==> config.mk <==
export PLATFORM = sky130hd
export DESIGN_NAME = crtc_row_scan
export DESIGN_NICKNAME = d
export VERILOG_FILES = /design/src/rtl/crtc_pkg.sv /design/src/rtl/crtc_regs_if.sv /design/src/rtl/crtc_reg_file.sv /design/src/rtl/crtc_row_scan.sv
export SDC_FILE = /design/constraint.sdc
export NUM_CORES = 1
export LEC_CHECK = 0
export CORE_MARGIN = 4
export CORE_UTILIZATION = 50
export DETAILED_ROUTE_END_ITERATION = 10
export DONT_BUFFER_PORTS = 1
export HOLD_SLACK_MARGIN = 0.08
export SYNTH_ARGS = -nofsm -noshare
export SYNTH_HDL_FRONTEND = slang
export SYNTH_SLANG_ARGS = --single-unit
==> constraint.sdc <==
create_clock -name clk -period 2.25 [get_ports clk]
set_input_delay 0.3375 -clock clk [delete_from_list [all_inputs] [get_ports clk]]
set_output_delay 0.3375 -clock clk [all_outputs]
set_load 0.03 [all_outputs]
==> src/rtl/crtc_pkg.sv <==
// constants shared by the row scan and cursor logic
package crtc_pkg;
  localparam logic [7:0] IDX_PRESET    = 8'h08;
  localparam logic [7:0] IDX_MAXSCAN   = 8'h09;
  localparam logic [7:0] IDX_CUR_START = 8'h0a;
  localparam logic [7:0] IDX_CUR_END   = 8'h0b;
  localparam logic [7:0] IDX_START_HI  = 8'h0c;
  localparam logic [7:0] IDX_START_LO  = 8'h0d;
  localparam logic [7:0] IDX_CUR_HI    = 8'h0e;
  localparam logic [7:0] IDX_CUR_LO    = 8'h0f;
  localparam logic [7:0] RST_REG       = 8'h00;
  localparam int         DBL_BIT       = 7;
  localparam int         LC9_BIT       = 6;
  localparam int         VB9_BIT       = 5;
  localparam int         CUR_OFF_BIT   = 5;
  localparam int         SKEW_LO       = 5;
  localparam int         OVF_LC8_BIT   = 4;
  localparam int         OVF_VB8_BIT   = 3;
  localparam logic [7:0] MASK_PRESET   = 8'h7f;
  localparam logic [7:0] MASK_CUR_ST   = 8'h3f;
  localparam logic [7:0] MASK_CUR_END  = 8'h7f;
  localparam logic [4:0] PAN_STEP_9    = 5'h09;
  localparam logic [4:0] PAN_STEP_8    = 5'h08;
  localparam int         SKEW_DEPTH    = 4;
endpackage

==> src/rtl/crtc_regs_if.sv <==
// register values handed from the register file to the timing logic
interface crtc_regs_if;
  logic [7:0] preset;
  logic [7:0] maxscan;
  logic [7:0] cur_start;
  logic [7:0] cur_end;
  logic [15:0] start_addr;
  logic [15:0] cur_loc;
  modport src (output preset, maxscan, cur_start, cur_end, start_addr, cur_loc);
  modport dst (input preset, maxscan, cur_start, cur_end, start_addr, cur_loc);
endinterface

==> src/rtl/crtc_reg_file.sv <==
// indexed register file behind the crtc data port
module crtc_reg_file
  import crtc_pkg::*;
(
  input  wire logic       clk,
  input  wire logic       rst_n,
  input  wire logic       wr_en,
  input  wire logic [7:0] index,
  input  wire logic [7:0] wdata,
  output logic      [7:0] rdata_r,
  crtc_regs_if.src        regs
);
  typedef struct packed {
    logic [7:0] preset;
    logic [7:0] maxscan;
    logic [7:0] cur_start;
    logic [7:0] cur_end;
    logic [7:0] st_hi;
    logic [7:0] st_lo;
    logic [7:0] cl_hi;
    logic [7:0] cl_lo;
    logic [7:0] rdata;
  } rf_t;
  rf_t s_r, s_nxt;

  // write decode, reserved bits held at zero
  always_comb begin
    s_nxt = s_r;
    if (wr_en) begin
      unique case (index)
        IDX_PRESET:    s_nxt.preset    = wdata & MASK_PRESET;
        IDX_MAXSCAN:   s_nxt.maxscan   = wdata;
        IDX_CUR_START: s_nxt.cur_start = wdata & MASK_CUR_ST;
        IDX_CUR_END:   s_nxt.cur_end   = wdata & MASK_CUR_END;
        IDX_START_HI:  s_nxt.st_hi     = wdata;
        IDX_START_LO:  s_nxt.st_lo     = wdata;
        IDX_CUR_HI:    s_nxt.cl_hi     = wdata;
        IDX_CUR_LO:    s_nxt.cl_lo     = wdata;
        default:       s_nxt.rdata     = s_r.rdata;
      endcase
    end
    // read data registered; unmapped indexes read zero
    unique case (index)
      IDX_PRESET:    s_nxt.rdata = s_nxt.preset;
      IDX_MAXSCAN:   s_nxt.rdata = s_nxt.maxscan;
      IDX_CUR_START: s_nxt.rdata = s_nxt.cur_start;
      IDX_CUR_END:   s_nxt.rdata = s_nxt.cur_end;
      IDX_START_HI:  s_nxt.rdata = s_nxt.st_hi;
      IDX_START_LO:  s_nxt.rdata = s_nxt.st_lo;
      IDX_CUR_HI:    s_nxt.rdata = s_nxt.cl_hi;
      IDX_CUR_LO:    s_nxt.rdata = s_nxt.cl_lo;
      default:       s_nxt.rdata = RST_REG;
    endcase
  end

  always_ff @(posedge clk) begin
    if (!rst_n) begin
      s_r <= '0;
    end else begin
      s_r <= s_nxt;
    end
  end

  assign rdata_r         = s_r.rdata;
  assign regs.preset     = s_r.preset;
  assign regs.maxscan    = s_r.maxscan;
  assign regs.cur_start  = s_r.cur_start;
  assign regs.cur_end    = s_r.cur_end;
  assign regs.start_addr = {s_r.st_hi, s_r.st_lo};
  assign regs.cur_loc    = {s_r.cl_hi, s_r.cl_lo};
endmodule

==> src/rtl/crtc_row_scan.sv <==
// row scan, line compare, blanking start, panning and text cursor
module crtc_row_scan
  import crtc_pkg::*;
(
  input  wire logic        clk,
  input  wire logic        rst_n,
  input  wire logic        char_en,
  input  wire logic        line_start,
  input  wire logic        frame_start,
  input  wire logic        line_active,
  input  wire logic [9:0]  line_num,
  input  wire logic [15:0] char_addr,
  input  wire logic        text_mode,
  input  wire logic        nine_dot,
  input  wire logic        nine_dot_disable,
  input  wire logic [7:0]  vertical_overflow_bits,
  input  wire logic [7:0]  vblank_start_low,
  input  wire logic [7:0]  line_compare_low,
  input  wire logic        reg_wr,
  input  wire logic [7:0]  reg_index,
  input  wire logic [7:0]  reg_wdata,
  output logic      [7:0]  reg_rdata,
  output logic      [4:0]  row_scan,
  output logic      [15:0] row_base_addr,
  output logic             addr_restart,
  output logic             vblank_begin,
  output logic      [4:0]  pan_pixels,
  output logic             cursor_pix
);
  crtc_regs_if regs ();

  crtc_reg_file u_regs (
    .clk     (clk),
    .rst_n   (rst_n),
    .wr_en   (reg_wr),
    .index   (reg_index),
    .wdata   (reg_wdata),
    .rdata_r (reg_rdata),
    .regs    (regs)
  );

  typedef struct packed {
    logic [4:0]            scan;
    logic                  half;
    logic                  split;
    logic [15:0]           base;
    logic                  restart;
    logic                  vblank;
    logic [4:0]            pan;
    logic [SKEW_DEPTH-1:0] cur_pipe;
    logic                  cursor;
  } st_t;
  st_t s_r, s_nxt;

  logic [9:0] line_cmp;
  logic [9:0] vbl_start;
  logic [1:0] byte_pan;
  logic [1:0] skew;
  logic       cur_on;
  logic       cur_hit;
  logic [4:0] max_scan;

  // ten-bit compare and blanking values
  assign line_cmp  = {regs.maxscan[LC9_BIT], vertical_overflow_bits[OVF_LC8_BIT],
                      line_compare_low};
  assign vbl_start = {regs.maxscan[VB9_BIT], vertical_overflow_bits[OVF_VB8_BIT],
                      vblank_start_low};
  assign byte_pan  = regs.preset[6:5];
  assign skew      = regs.cur_end[SKEW_LO+1:SKEW_LO];
  assign max_scan  = regs.maxscan[4:0];
  // cursor only in text mode, bit 5 low enables
  assign cur_on    = text_mode && !regs.cur_start[CUR_OFF_BIT];
  // inclusive line range inside the box
  assign cur_hit   = cur_on && (char_addr == regs.cur_loc) &&
                     (s_r.scan >= regs.cur_start[4:0]) &&
                     (s_r.scan <= regs.cur_end[4:0]);

  always_comb begin
    s_nxt         = s_r;
    s_nxt.restart = 1'b0;
    s_nxt.vblank  = 1'b0;
    // shift step: nine only for nine-pixel text without disable
    if (text_mode && nine_dot && !nine_dot_disable) begin
      s_nxt.pan = 5'(byte_pan * PAN_STEP_9);
    end else begin
      s_nxt.pan = 5'(byte_pan * PAN_STEP_8);
    end
    if (frame_start) begin
      // top row begins at the preset scan line
      s_nxt.scan  = regs.preset[4:0];
      s_nxt.half  = 1'b0;
      s_nxt.split = 1'b0;
      s_nxt.base  = regs.start_addr;
    end else if (line_start) begin
      // double scan advances the counter on every second line
      s_nxt.half = regs.maxscan[DBL_BIT] ? !s_r.half : 1'b0;
      if (!regs.maxscan[DBL_BIT] || s_r.half) begin
        s_nxt.scan = (s_r.scan >= max_scan) ? 5'h00 : s_r.scan + 5'h01;
      end
      if (line_num == line_cmp && line_active) begin
        s_nxt.split   = 1'b1;
        s_nxt.base    = 16'h0000;
        s_nxt.restart = 1'b1;
      end
      if (line_num == vbl_start) begin
        s_nxt.vblank = 1'b1;
      end
    end
    // skew pipeline, advanced by the character clock
    if (char_en) begin
      s_nxt.cur_pipe = {s_r.cur_pipe[SKEW_DEPTH-2:0], cur_hit};
      s_nxt.cursor   = (skew == 2'b00) ? cur_hit : s_r.cur_pipe[skew - 2'b01];
    end
  end

  always_ff @(posedge clk) begin
    if (!rst_n) begin
      s_r <= '0;
    end else begin
      s_r <= s_nxt;
    end
  end

  assign row_scan      = s_r.scan;
  assign row_base_addr = s_r.base;
  assign addr_restart  = s_r.restart;
  assign vblank_begin  = s_r.vblank;
  assign pan_pixels    = s_r.pan;
  assign cursor_pix    = s_r.cursor;
endmodule

==> qor.csv, run 1 <==
stage,metric,value,unit
synth,syn_avg_cell_area,9.06,um2
setup_path,arrival,2.44,ns
setup_path,rrSetupSlack,0.09,ns
setup_path,timing.rr.end,cursor_pix,
detailed_routing,post_drt_wl_per_cell,20.6,um
die,io-pin-count,113,
clock_tree,cts_repair_resize_count,0,
final_layout,final_cell_mix,"dfxtp_1 (105), nand2_1 (70), mux2i_1 (42)",
pwr,power_density,635,nW/um2
setup_path,reg2regPathDepth,6,
setup_path,start_kind,flip-flop,
timing,tightest_slew,1.10,ns
place,place_hpwl,10.9,mm
final_layout,final_common_cell,dfxtp_1,
final_layout,final_nets,671,
clock_tree,cts_hold_buf,1,
synth,yosys_warnings,0,
timing,hold_viol,0,
place,port_buffers,0,
setup_path,critPathKind,reg2reg,
synth,yosys-top-cells-area,"dfxtp_1 (37%), mux2i_1 (7.5%), xor2_1 (5.4%)",
clock_tree,ctsRootBufferMaster,clkbuf_16,
global_route,grt_pass1_vias,4122,
clock_tree,path_clk_slew,0.07,ns
synth,synth-seq-cells,105,
global_route,grt_max_degree,83,
synth,yosysSeqAreaShare,0.373,
final_layout,fin_area,5820,um2
worst_hold_path,min_to,pan_pixels[3],
place,place_ws,0.132,ns
timing,relSlewSlack,0.265,
global_route,grt.total_usage,0.230,
global_route,antenna_found_initial,0,
synth,yosys.area.top_type,dfxtp_1,
synth,async_flop_share,0,
clock_tree,worst_skew_pair.late_latency,0.35,ns
final_layout,drive_above_1_share,0.0823,
clock_tree,numCtsBuffers,9,
pwr,p_sw_frac,0.218,
timing,maxSlewViolCount,0,
clock_tree,cts_setup_buffers,0,
die,start_util,0.515,
detailed_routing,vias_per_cell,5.86,
detailed_routing,drtIter0Drc,229,
setup_path,cp_slowest_cell,nor4_1,
job,max_cap_violations,0,
clock_tree,cts_tree,built,
pwr,power.internal,2890,uW
setup_path,worstPathMaxFanout,3,
synth,yosysUniqueCellTypes,57,
outcome,outcome,"complete, no violations",
synth,synthFlopType,dfxtp_1,
timing,clock_skew,0.00660,ns
global_route,grt_pass1_wl,22.9,mm
timing,finalSetupViolations,0,
detailed_routing,dr.pass1.iters,4,
synth,syn_area,5630,um2
synth,syn-num-nets,714,
timing,period_needed,2.16,ns
worst_hold_path,whs_path_depth,2,
pwr,cellLeakagePower,0.00224,uW
pwr,comb_power_share,0.058,
pwr,ir_drop,0.000488,V
detailed_routing,via_count,4240,
synth,netlist_instances,621,
worst_hold_path,hp-class,in2reg,
pwr,p_total,3700,uW
timing,fmax,463,MHz
setup_path,r2r_start,u_regs.regs.cur_loc[9],
detailed_routing,drt_wl_total,14.9,mm
setup_path,crit_chain,xor2_1 -> nor4_1 -> nand4b_1 -> a2111oi_2 -> nand2_1 -> a31oi_1,
detailed_routing,post-route-drc-count,0,
global_route,gr-total-overflow,0,
clock_tree,clkSinkCount,105,
pwr,p_switching,805,uW
setup_path,critical_path_required,2.53,ns
place,place_congestion,0.851,
pwr,clkPwrFrac,0.435,
worst_hold_path,hp-start,rst_n,
synth,synth.top_cell.area_share,0.373,
timing,finalCritPeriodShare,0.959,
place,post_dp_cell_area,5510,um2
die,fp-row-count,38,
clock_tree,clockBufferDepth,2,
final_layout,synthToLayoutAreaGrowth,3.42,%
timing,rsz0062_at_grt,no,
die,core,10900,um2
clock_tree,h-tree-depth,3,
timing,finalSetupTns,0,ns
die,die_w,114,um
setup_path,max_stage_delay,0.51,ns
die,die_area,13000,um2
detailed_routing,ant_nets,0,
synth,synth_enable_flop_cells,0,
pwr,seq_power_share,0.507,
final_layout,diodes,0,
timing,setup_ws,0.0922,ns
setup_path,worstSetupEndpointType,flip-flop,
die,die_h,114,um
[per-stage QoR]
stage	cells	util	hold slack (ns)
finish	723	0.532	0.110
CTS	723	0.532	0.103
global route	723	0.532	0.120
detailed placement	706	0.503	0.451
floorplan	621	-	0.441
global placement	706	0.503	0.442
[layer usage]
metal | global-route usage | up-vias | routed length [um]
met5 | 0 | - | 0
met4 | 0.0736 | 0 | 232
met3 | 0.0550 | 17 | 1100
met2 | 0.362 | 151 | 6740
met1 | 0.313 | 2021 | 6800
li1 | - | 2051 | -
[worst max path at each step]
stage	start	endpoint	slack [ns]	cells after the start
floorplan	row_scan[3]	cursor_pix	0.57	7
global placement	u_regs.regs.cur_loc[9]	cursor_pix	0.17	6
detailed placement	u_regs.regs.cur_loc[9]	cursor_pix	0.13	6
CTS	u_regs.regs.cur_loc[9]	cursor_pix	0.12	6
global route	u_regs.regs.cur_loc[9]	cursor_pix	0.004	6
finish	u_regs.regs.cur_loc[9]	cursor_pix	0.09	6
[final cells by class]
cell class / instances / area (um2)
repair buffers: 12 / 92.6
inverters: 23 / 86.3
clock inverters: 4 / 48.8
flip-flops and latches: 105 / 2100
clock buffers: 12 / 256
well taps: 140 / 175
multi-input cells: 427 / 3060
fillers: 1012 / 5110
[worst max-delay path, delay by kind of cell, from the launching register on]
kind | cells | cell delay, ns
AND/OR/NAND/NOR | 3 | 0.88
AO/OA/AOI/OAI | 2 | 0.67
flip-flops | 1 | 0.36
XOR/XNOR | 1 | 0.18
[cells in the mapped netlist, types with 17 or more instances]
library cell,instances
nor2_1,20
buf_4,28
ha_1,17
o21ai_0,25
a22o_1,23
xor2_1,35
inv_1,22
clkbuf_1,25
nor2b_1,41
dfxtp_1,105
a21boi_0,31
mux2i_1,42
nand2_1,70
[power groups by stage]
stage	Combinational (uW)	Sequential, uW	Clock [uW]
2_1_floorplan	235	1920	0
3_3_place_gp	208	1910	0
3_5_place_dp	213	1920	0
4_1_cts	216	1870	1640
5_1_grt	237	1870	1710
6_report	215	1870	1610
[registers in the layout, indices dropped and copies added (netlist names)]
register and count:
u_regs.regs.start_addr 16, row_base_addr 16, row_scan 5, pan_pixels 4
addr_restart 1, cursor_pix 1, u_regs.regs.cur_loc 16, u_regs.regs.preset 8
vblank_begin 1, u_regs.regs.cur_start 8, u_regs.regs.maxscan 8, u_regs.regs.cur_end 8
s_r 5, u_regs.rdata_r 8
[cells by family (layout without fill, tap and decap cells)]
kind of cell | count (synthesis) | count (layout) | synth area share
xor gates and xnor gates | 37 | 37 | 0.0576
AOI/OAI and AO/OA | 133 | 133 | 0.170
DFF | 105 | 105 | 0.374
other | 1 | 1 | 0.000666
buffers and inverters | 89 | 51 | 0.0829
muxes | 52 | 52 | 0.101
adders and majority gates | 17 | 17 | 0.0378
and+or+nand+nor | 187 | 187 | 0.177
No activity file was read; power rests on OpenSTA's default activity.
==> run 2: changes to the inputs <==
==> constraint.sdc (replaced) <==
create_clock -name clk -period 2.25 [get_ports clk]
set_input_delay 0.1125 -clock clk [delete_from_list [all_inputs] [get_ports clk]]
set_output_delay 0.1125 -clock clk [all_outputs]
set_load 0.03 [all_outputs]
==> qor.csv, run 2 (synthesis results as in run 1) <==
stage,metric,value,unit,change
worst_hold_path,whs_path_depth,3,,+1
clock_tree,cts_tree,built,,
place,place_hpwl,10.7,mm,-1.8%
timing,relSlewSlack,0.245,,-0.0193
timing,period_needed,2.08,ns,-0.0803 ns
pwr,ir_drop,0.000457,V,-6.3%
die,die_h,114,um,unchanged
final_layout,final_nets,691,,+3.0%
clock_tree,cts_hold_buf,22,,+21
die,core,10900,um2,unchanged
setup_path,crit_family,simple AND/OR/NAND/NOR gates,,
die,io-pin-count,113,,unchanged
setup_path,reg2regPathDepth,6,,unchanged
place,place_congestion,0.870,,+2.1%
pwr,clkPwrFrac,0.404,,-0.031
final_layout,final_cell_mix,"dfxtp_1 (105), nand2_1 (70), mux2i_1 (42)",,
place,port_buffers,0,,unchanged
pwr,p_switching,863,uW,+7.2%
setup_path,critical_path_required,2.53,ns,about the same
die,fp-row-count,38,,unchanged
final_layout,stdcell_count,745,,+3.0%
timing,hold_viol,0,,unchanged
setup_path,max_stage_delay,0.48,ns,-0.03 ns
pwr,cellLeakagePower,0.00231,uW,+3.4%
timing,finalSetupViolations,0,,unchanged
timing,clock_skew,0.00714,ns,+0.000535 ns
global_route,gr-total-overflow,0,,unchanged
pwr,seq_power_share,0.514,,+0.007
detailed_routing,dr.pass1.iters,5,,+1
detailed_routing,post-route-drc-count,0,,unchanged
clock_tree,clkSinkCount,105,,unchanged
pwr,p_total,3640,uW,-1.5%
final_layout,final_common_cell,dfxtp_1,,
clock_tree,cts_setup_buffers,0,,unchanged
timing,fmax,481,MHz,+3.9%
die,start_util,0.515,,unchanged
clock_tree,cts_repair_resize_count,0,,unchanged
timing,finalSetupTns,0,ns,unchanged
die,die_area,13000,um2,unchanged
setup_path,start_kind,flip-flop,,
timing,tightest_slew,1.13,ns,+0.0289 ns
setup_path,worstSetupEndpointType,flip-flop,,
pwr,comb_power_share,0.082,,+0.024
pwr,p_sw_frac,0.237,,+0.0191
detailed_routing,post_drt_wl_per_cell,20.6,um,-0.14%
job,max_cap_violations,0,,unchanged
global_route,grt.total_usage,0.239,,+0.00849
pwr,power_density,605,nW/um2,-4.7%
setup_path,cp.depth,6,,unchanged
clock_tree,ctsRootBufferMaster,clkbuf_16,,
setup_path,worstPathMaxFanout,3,,unchanged
timing,rsz0062_at_grt,no,,
global_route,antenna_found_initial,4,,+4
timing,maxSlewViolCount,0,,unchanged
worst_hold_path,hp-class,in2reg,,
setup_path,critPathKind,reg2reg,,
final_layout,synthToLayoutAreaGrowth,6.89,%,
setup_path,arrival,2.35,ns,-0.09 ns
timing,finalCritPeriodShare,0.923,,-0.0357
global_route,grt_pass1_vias,4238,,+2.8%
clock_tree,h-tree-depth,3,,unchanged
detailed_routing,ant_nets,0,,unchanged
clock_tree,path_clk_slew,0.07,ns,about the same
setup_path,cp_slowest_cell,a2111oi_2,,
clock_tree,clockBufferDepth,2,,unchanged
pwr,power.internal,2780,uW,-3.9%
detailed_routing,drtIter0Drc,283,,+24%
outcome,outcome,"complete, no violations",,
global_route,grt_pass1_wl,23.8,mm,+4.0%
setup_path,crit_chain,xor2_1 -> nor4_1 -> nand4b_1 -> a2111oi_2 -> nand2_1 -> a31oi_1,,
place,dp_cells,705,,-0.14%
global_route,grt_max_degree,79,,-4.8%
detailed_routing,drt_wl_total,15.3,mm,+2.9%
detailed_routing,via_count,4338,,+2.3%
timing,timing.hold.ws,0.0886,ns,-0.0215 ns
clock_tree,worst_skew_pair.late_latency,0.35,ns,about the same
clock_tree,numCtsBuffers,9,,unchanged
setup_path,cp_num_buf_inv,0,,unchanged
final_layout,drive_above_1_share,0.0763,,-0.00605
die,die_w,114,um,unchanged
detailed_routing,vias_per_cell,5.82,,-0.71%
[run 2: routing by layer]
layer / up-vias / GRT usage / wire [um]
li1: 2090 / - / -
met1: 2042 / 0.332 / 6850
met2: 184 / 0.361 / 6850
met3: 18 / 0.0692 / 1370
met4: 4 / 0.0689 / 219
met5: - / 0 / 21
[run 2: final timing paths]
| check | start | endpoint | slack [ns] |
|---|---|---|---|
| worst max-delay path | u_regs.regs.cur_loc[9] | cursor_pix | 0.17 |
| worst min-delay path | reg_wr | u_regs.rdata_r[2] | 0.09 |
| worst max register to register | u_regs.regs.cur_loc[9] | cursor_pix | 0.17 |
| worst min register to register | u_regs.regs.cur_end[1] | u_regs.regs.cur_end[1] | 0.48 |
[run 2: metrics by stage]
step	util	setup WS (ns)	instance area [um2]
finish	0.550	0.172	6020
global route	0.550	0.0813	6020
CTS	0.550	0.188	6010
detailed placement	0.503	0.191	5500
global placement	0.503	0.269	5500
floorplan	-	0.568	5630
[run 2: worst reg2reg max path: stages, from the launching register on]
cell	delay, ns
dfxtp_1	0.35
xor2_1	0.18
nor4_1	0.47
nand4b_1	0.24
a2111oi_2	0.48
nand2_1	0.11
a31oi_1	0.18
[run 2: area by class of cell]
| class | instances | area [um2] |
|---|---|---|
| antenna | 2 | 5.00 |
| clock buffer | 13 | 250 |
| clock inverter | 3 | 25.0 |
| fill | 1002 | 4920 |
| inverter | 23 | 86.3 |
| multi-input combinational | 427 | 3060 |
| sequential | 105 | 2100 |
| tap | 140 | 175 |
| timing repair buffer | 32 | 313 |
[run 2: power groups by stage]
stage               clock (uW)  combinational, uW  sequential (uW)
global route              1590                324             1870
CTS                       1510                295             1870
floorplan                    0                235             1920
finish                    1470                297             1870
global placement             0                205             1920
detailed placement           0                210             1920
==> run 3: changes to the inputs <==
Settings changed: CORE_UTILIZATION 50 to 40.
==> qor.csv, run 3 (synthesis results as in run 1) <==
stage,metric,value,unit,change
global_route,grt_pass1_wl,24.3,mm,+2.1%
detailed_routing,post_drt_wl_per_cell,20.3,um,-1.3%
final_layout,nFillCells,1333,,+33%
final_layout,final_common_cell,dfxtp_1,,
setup_path,worstPathMaxFanout,3,,unchanged
pwr,power_density,639,nW/um2,+5.5%
timing,period_needed,2.07,ns,-0.0109 ns
clock_tree,h-tree-depth,3,,unchanged
timing,tightest_slew,1.10,ns,-0.0272 ns
clock_tree,ctsRootBufferMaster,clkbuf_16,,
setup_path,cp_slowest_cell,a2111oi_2,,
setup_path,max_stage_delay,0.51,ns,+0.03 ns
timing,hold_viol,0,,unchanged
final_layout,synthToLayoutAreaGrowth,8.47,%,
die,fp-row-count,43,,+13%
place,place_ws,0.187,ns,-0.00373 ns
timing,clock_skew,0.00807,ns,+0.000930 ns
job,max_cap_violations,0,,unchanged
die,die_area,16000,um2,+23%
detailed_routing,drtIter0Drc,403,,+42%
pwr,cellLeakagePower,0.00233,uW,+0.90%
timing,finalSetupTns,0,ns,unchanged
place,place_hpwl,11.4,mm,+7.2%
global_route,grt_max_degree,81,,+2.5%
final_layout,final_nets,690,,-0.14%
detailed_routing,drt_wl_total,15.9,mm,+3.6%
setup_path,crit_chain,xor2_1 -> nor4_1 -> nand4b_1 -> a2111oi_2 -> nand2_1 -> a31oi_1,,
global_route,grt_pass1_vias,4233,,-0.12%
setup_path,arrival,2.35,ns,about the same
setup_path,critPathKind,reg2reg,,
die,start_util,0.407,,-0.108
setup_path,start_kind,flip-flop,,
detailed_routing,dr.pass1.iters,5,,unchanged
timing,relSlewSlack,0.264,,+0.0182
timing,finalSetupViolations,0,,unchanged
place,port_buffers,0,,unchanged
clock_tree,worst_skew_pair.late_latency,0.35,ns,about the same
clock_tree,cts_tree,built,,
setup_path,cp_num_buf_inv,0,,unchanged
outcome,outcome,"complete, no violations",,
setup_path,worstSetupEndpointType,flip-flop,,
global_route,gr-total-overflow,0,,unchanged
timing,finalCritPeriodShare,0.919,,-0.00485
detailed_routing,via_count,4349,,+0.25%
global_route,antenna_found_initial,2,,-2
pwr,p_total,3900,uW,+7.0%
global_route,grt.total_usage,0.198,,-0.0410
die,die_h,127,um,+11%
place,place_congestion,0.894,,+2.8%
clock_tree,clkSinkCount,105,,unchanged
worst_hold_path,hp-class,in2reg,,
clock_tree,cts_setup_buffers,0,,unchanged
final_layout,fin_util,0.441,,-0.109
timing,fmax,484,MHz,+0.53%
die,die_w,127,um,+11%
setup_path,crit_family,simple AND/OR/NAND/NOR gates,,
clock_tree,clockBufferDepth,2,,unchanged
timing,rsz0062_at_grt,no,,
pwr,ir_drop,0.000349,V,-24%
detailed_routing,post-route-drc-count,0,,unchanged
timing,maxSlewViolCount,0,,unchanged
clock_tree,numCtsBuffers,9,,unchanged
clock_tree,path_clk_slew,0.07,ns,about the same
detailed_routing,ant_nets,0,,unchanged
timing,setup_ws,0.183,ns,+0.0109 ns
final_layout,drive_above_1_share,0.0814,,+0.00511
die,core,13800,um2,+26%
detailed_routing,vias_per_cell,5.56,,-4.5%
die,io-pin-count,113,,unchanged
setup_path,critical_path_required,2.53,ns,about the same
final_layout,final_cell_mix,"dfxtp_1 (105), nand2_1 (70), mux2i_1 (42)",,
final_layout,diodes,0,,-2
## run 3: final timing paths
kind	start	to	slack, ns	cells after the start
max	u_regs.regs.cur_loc[0]	cursor_pix	0.18	6
min reg2reg	u_regs.regs.cur_end[7]	u_regs.regs.cur_end[7]	0.48	1
min	frame_start	row_scan[4]	0.08	2
max reg2reg	u_regs.regs.cur_loc[0]	cursor_pix	0.18	6
## run 3: metal layers
layer | GRT usage | routed length [um] | up-vias | share of wire
met5 | 0 | 21 | - | 0.0013
met4 | 0.0404 | 179 | 4 | 0.011
met3 | 0.0632 | 1410 | 17 | 0.089
met2 | 0.311 | 7150 | 163 | 0.45
met1 | 0.268 | 7090 | 2076 | 0.45
li1 | - | - | 2089 | -
## run 3: per-stage QoR
| step | instances | cell area [um2] | hold slack [ns] |
|---|---|---|---|
| floorplan | 621 | 5630 | 0.244 |
| global placement | 746 | 5560 | 0.215 |
| detailed placement | 746 | 5560 | 0.231 |
| CTS | 782 | 6100 | 0.0815 |
| global route | 782 | 6100 | 0.0872 |
| finish | 782 | 6100 | 0.0808 |
## run 3: area by class of cell
cell class,instances,area (um2),area share
Tap cell,180,225,0.0369
Sequential cell,105,2100,0.344
Multi-Input combinational cell,427,3060,0.501
Clock inverter,4,75.1,0.0123
Timing Repair Buffer,31,300,0.0492
Inverter,23,86.3,0.0141
Clock buffer,12,256,0.0420
## run 3: timing repair
action | in CTS | in global routing
hold buffers | 20 | 0
endpoints found under the setup margin | 0 | 0
resized for setup | 0 | 0
endpoints found under the hold margin | 90 | 0
## run 3: power by group
group / leakage (uW) / total (uW) / internal [uW] / switching, uW
Sequential: 0.000846 / 1870 / 1860 / 8.75
Combinational: 0.00133 / 298 / 125 / 172
Clock: 0.000155 / 1730 / 1040 / 692
Total: 0.00233 / 3900 / 3030 / 873
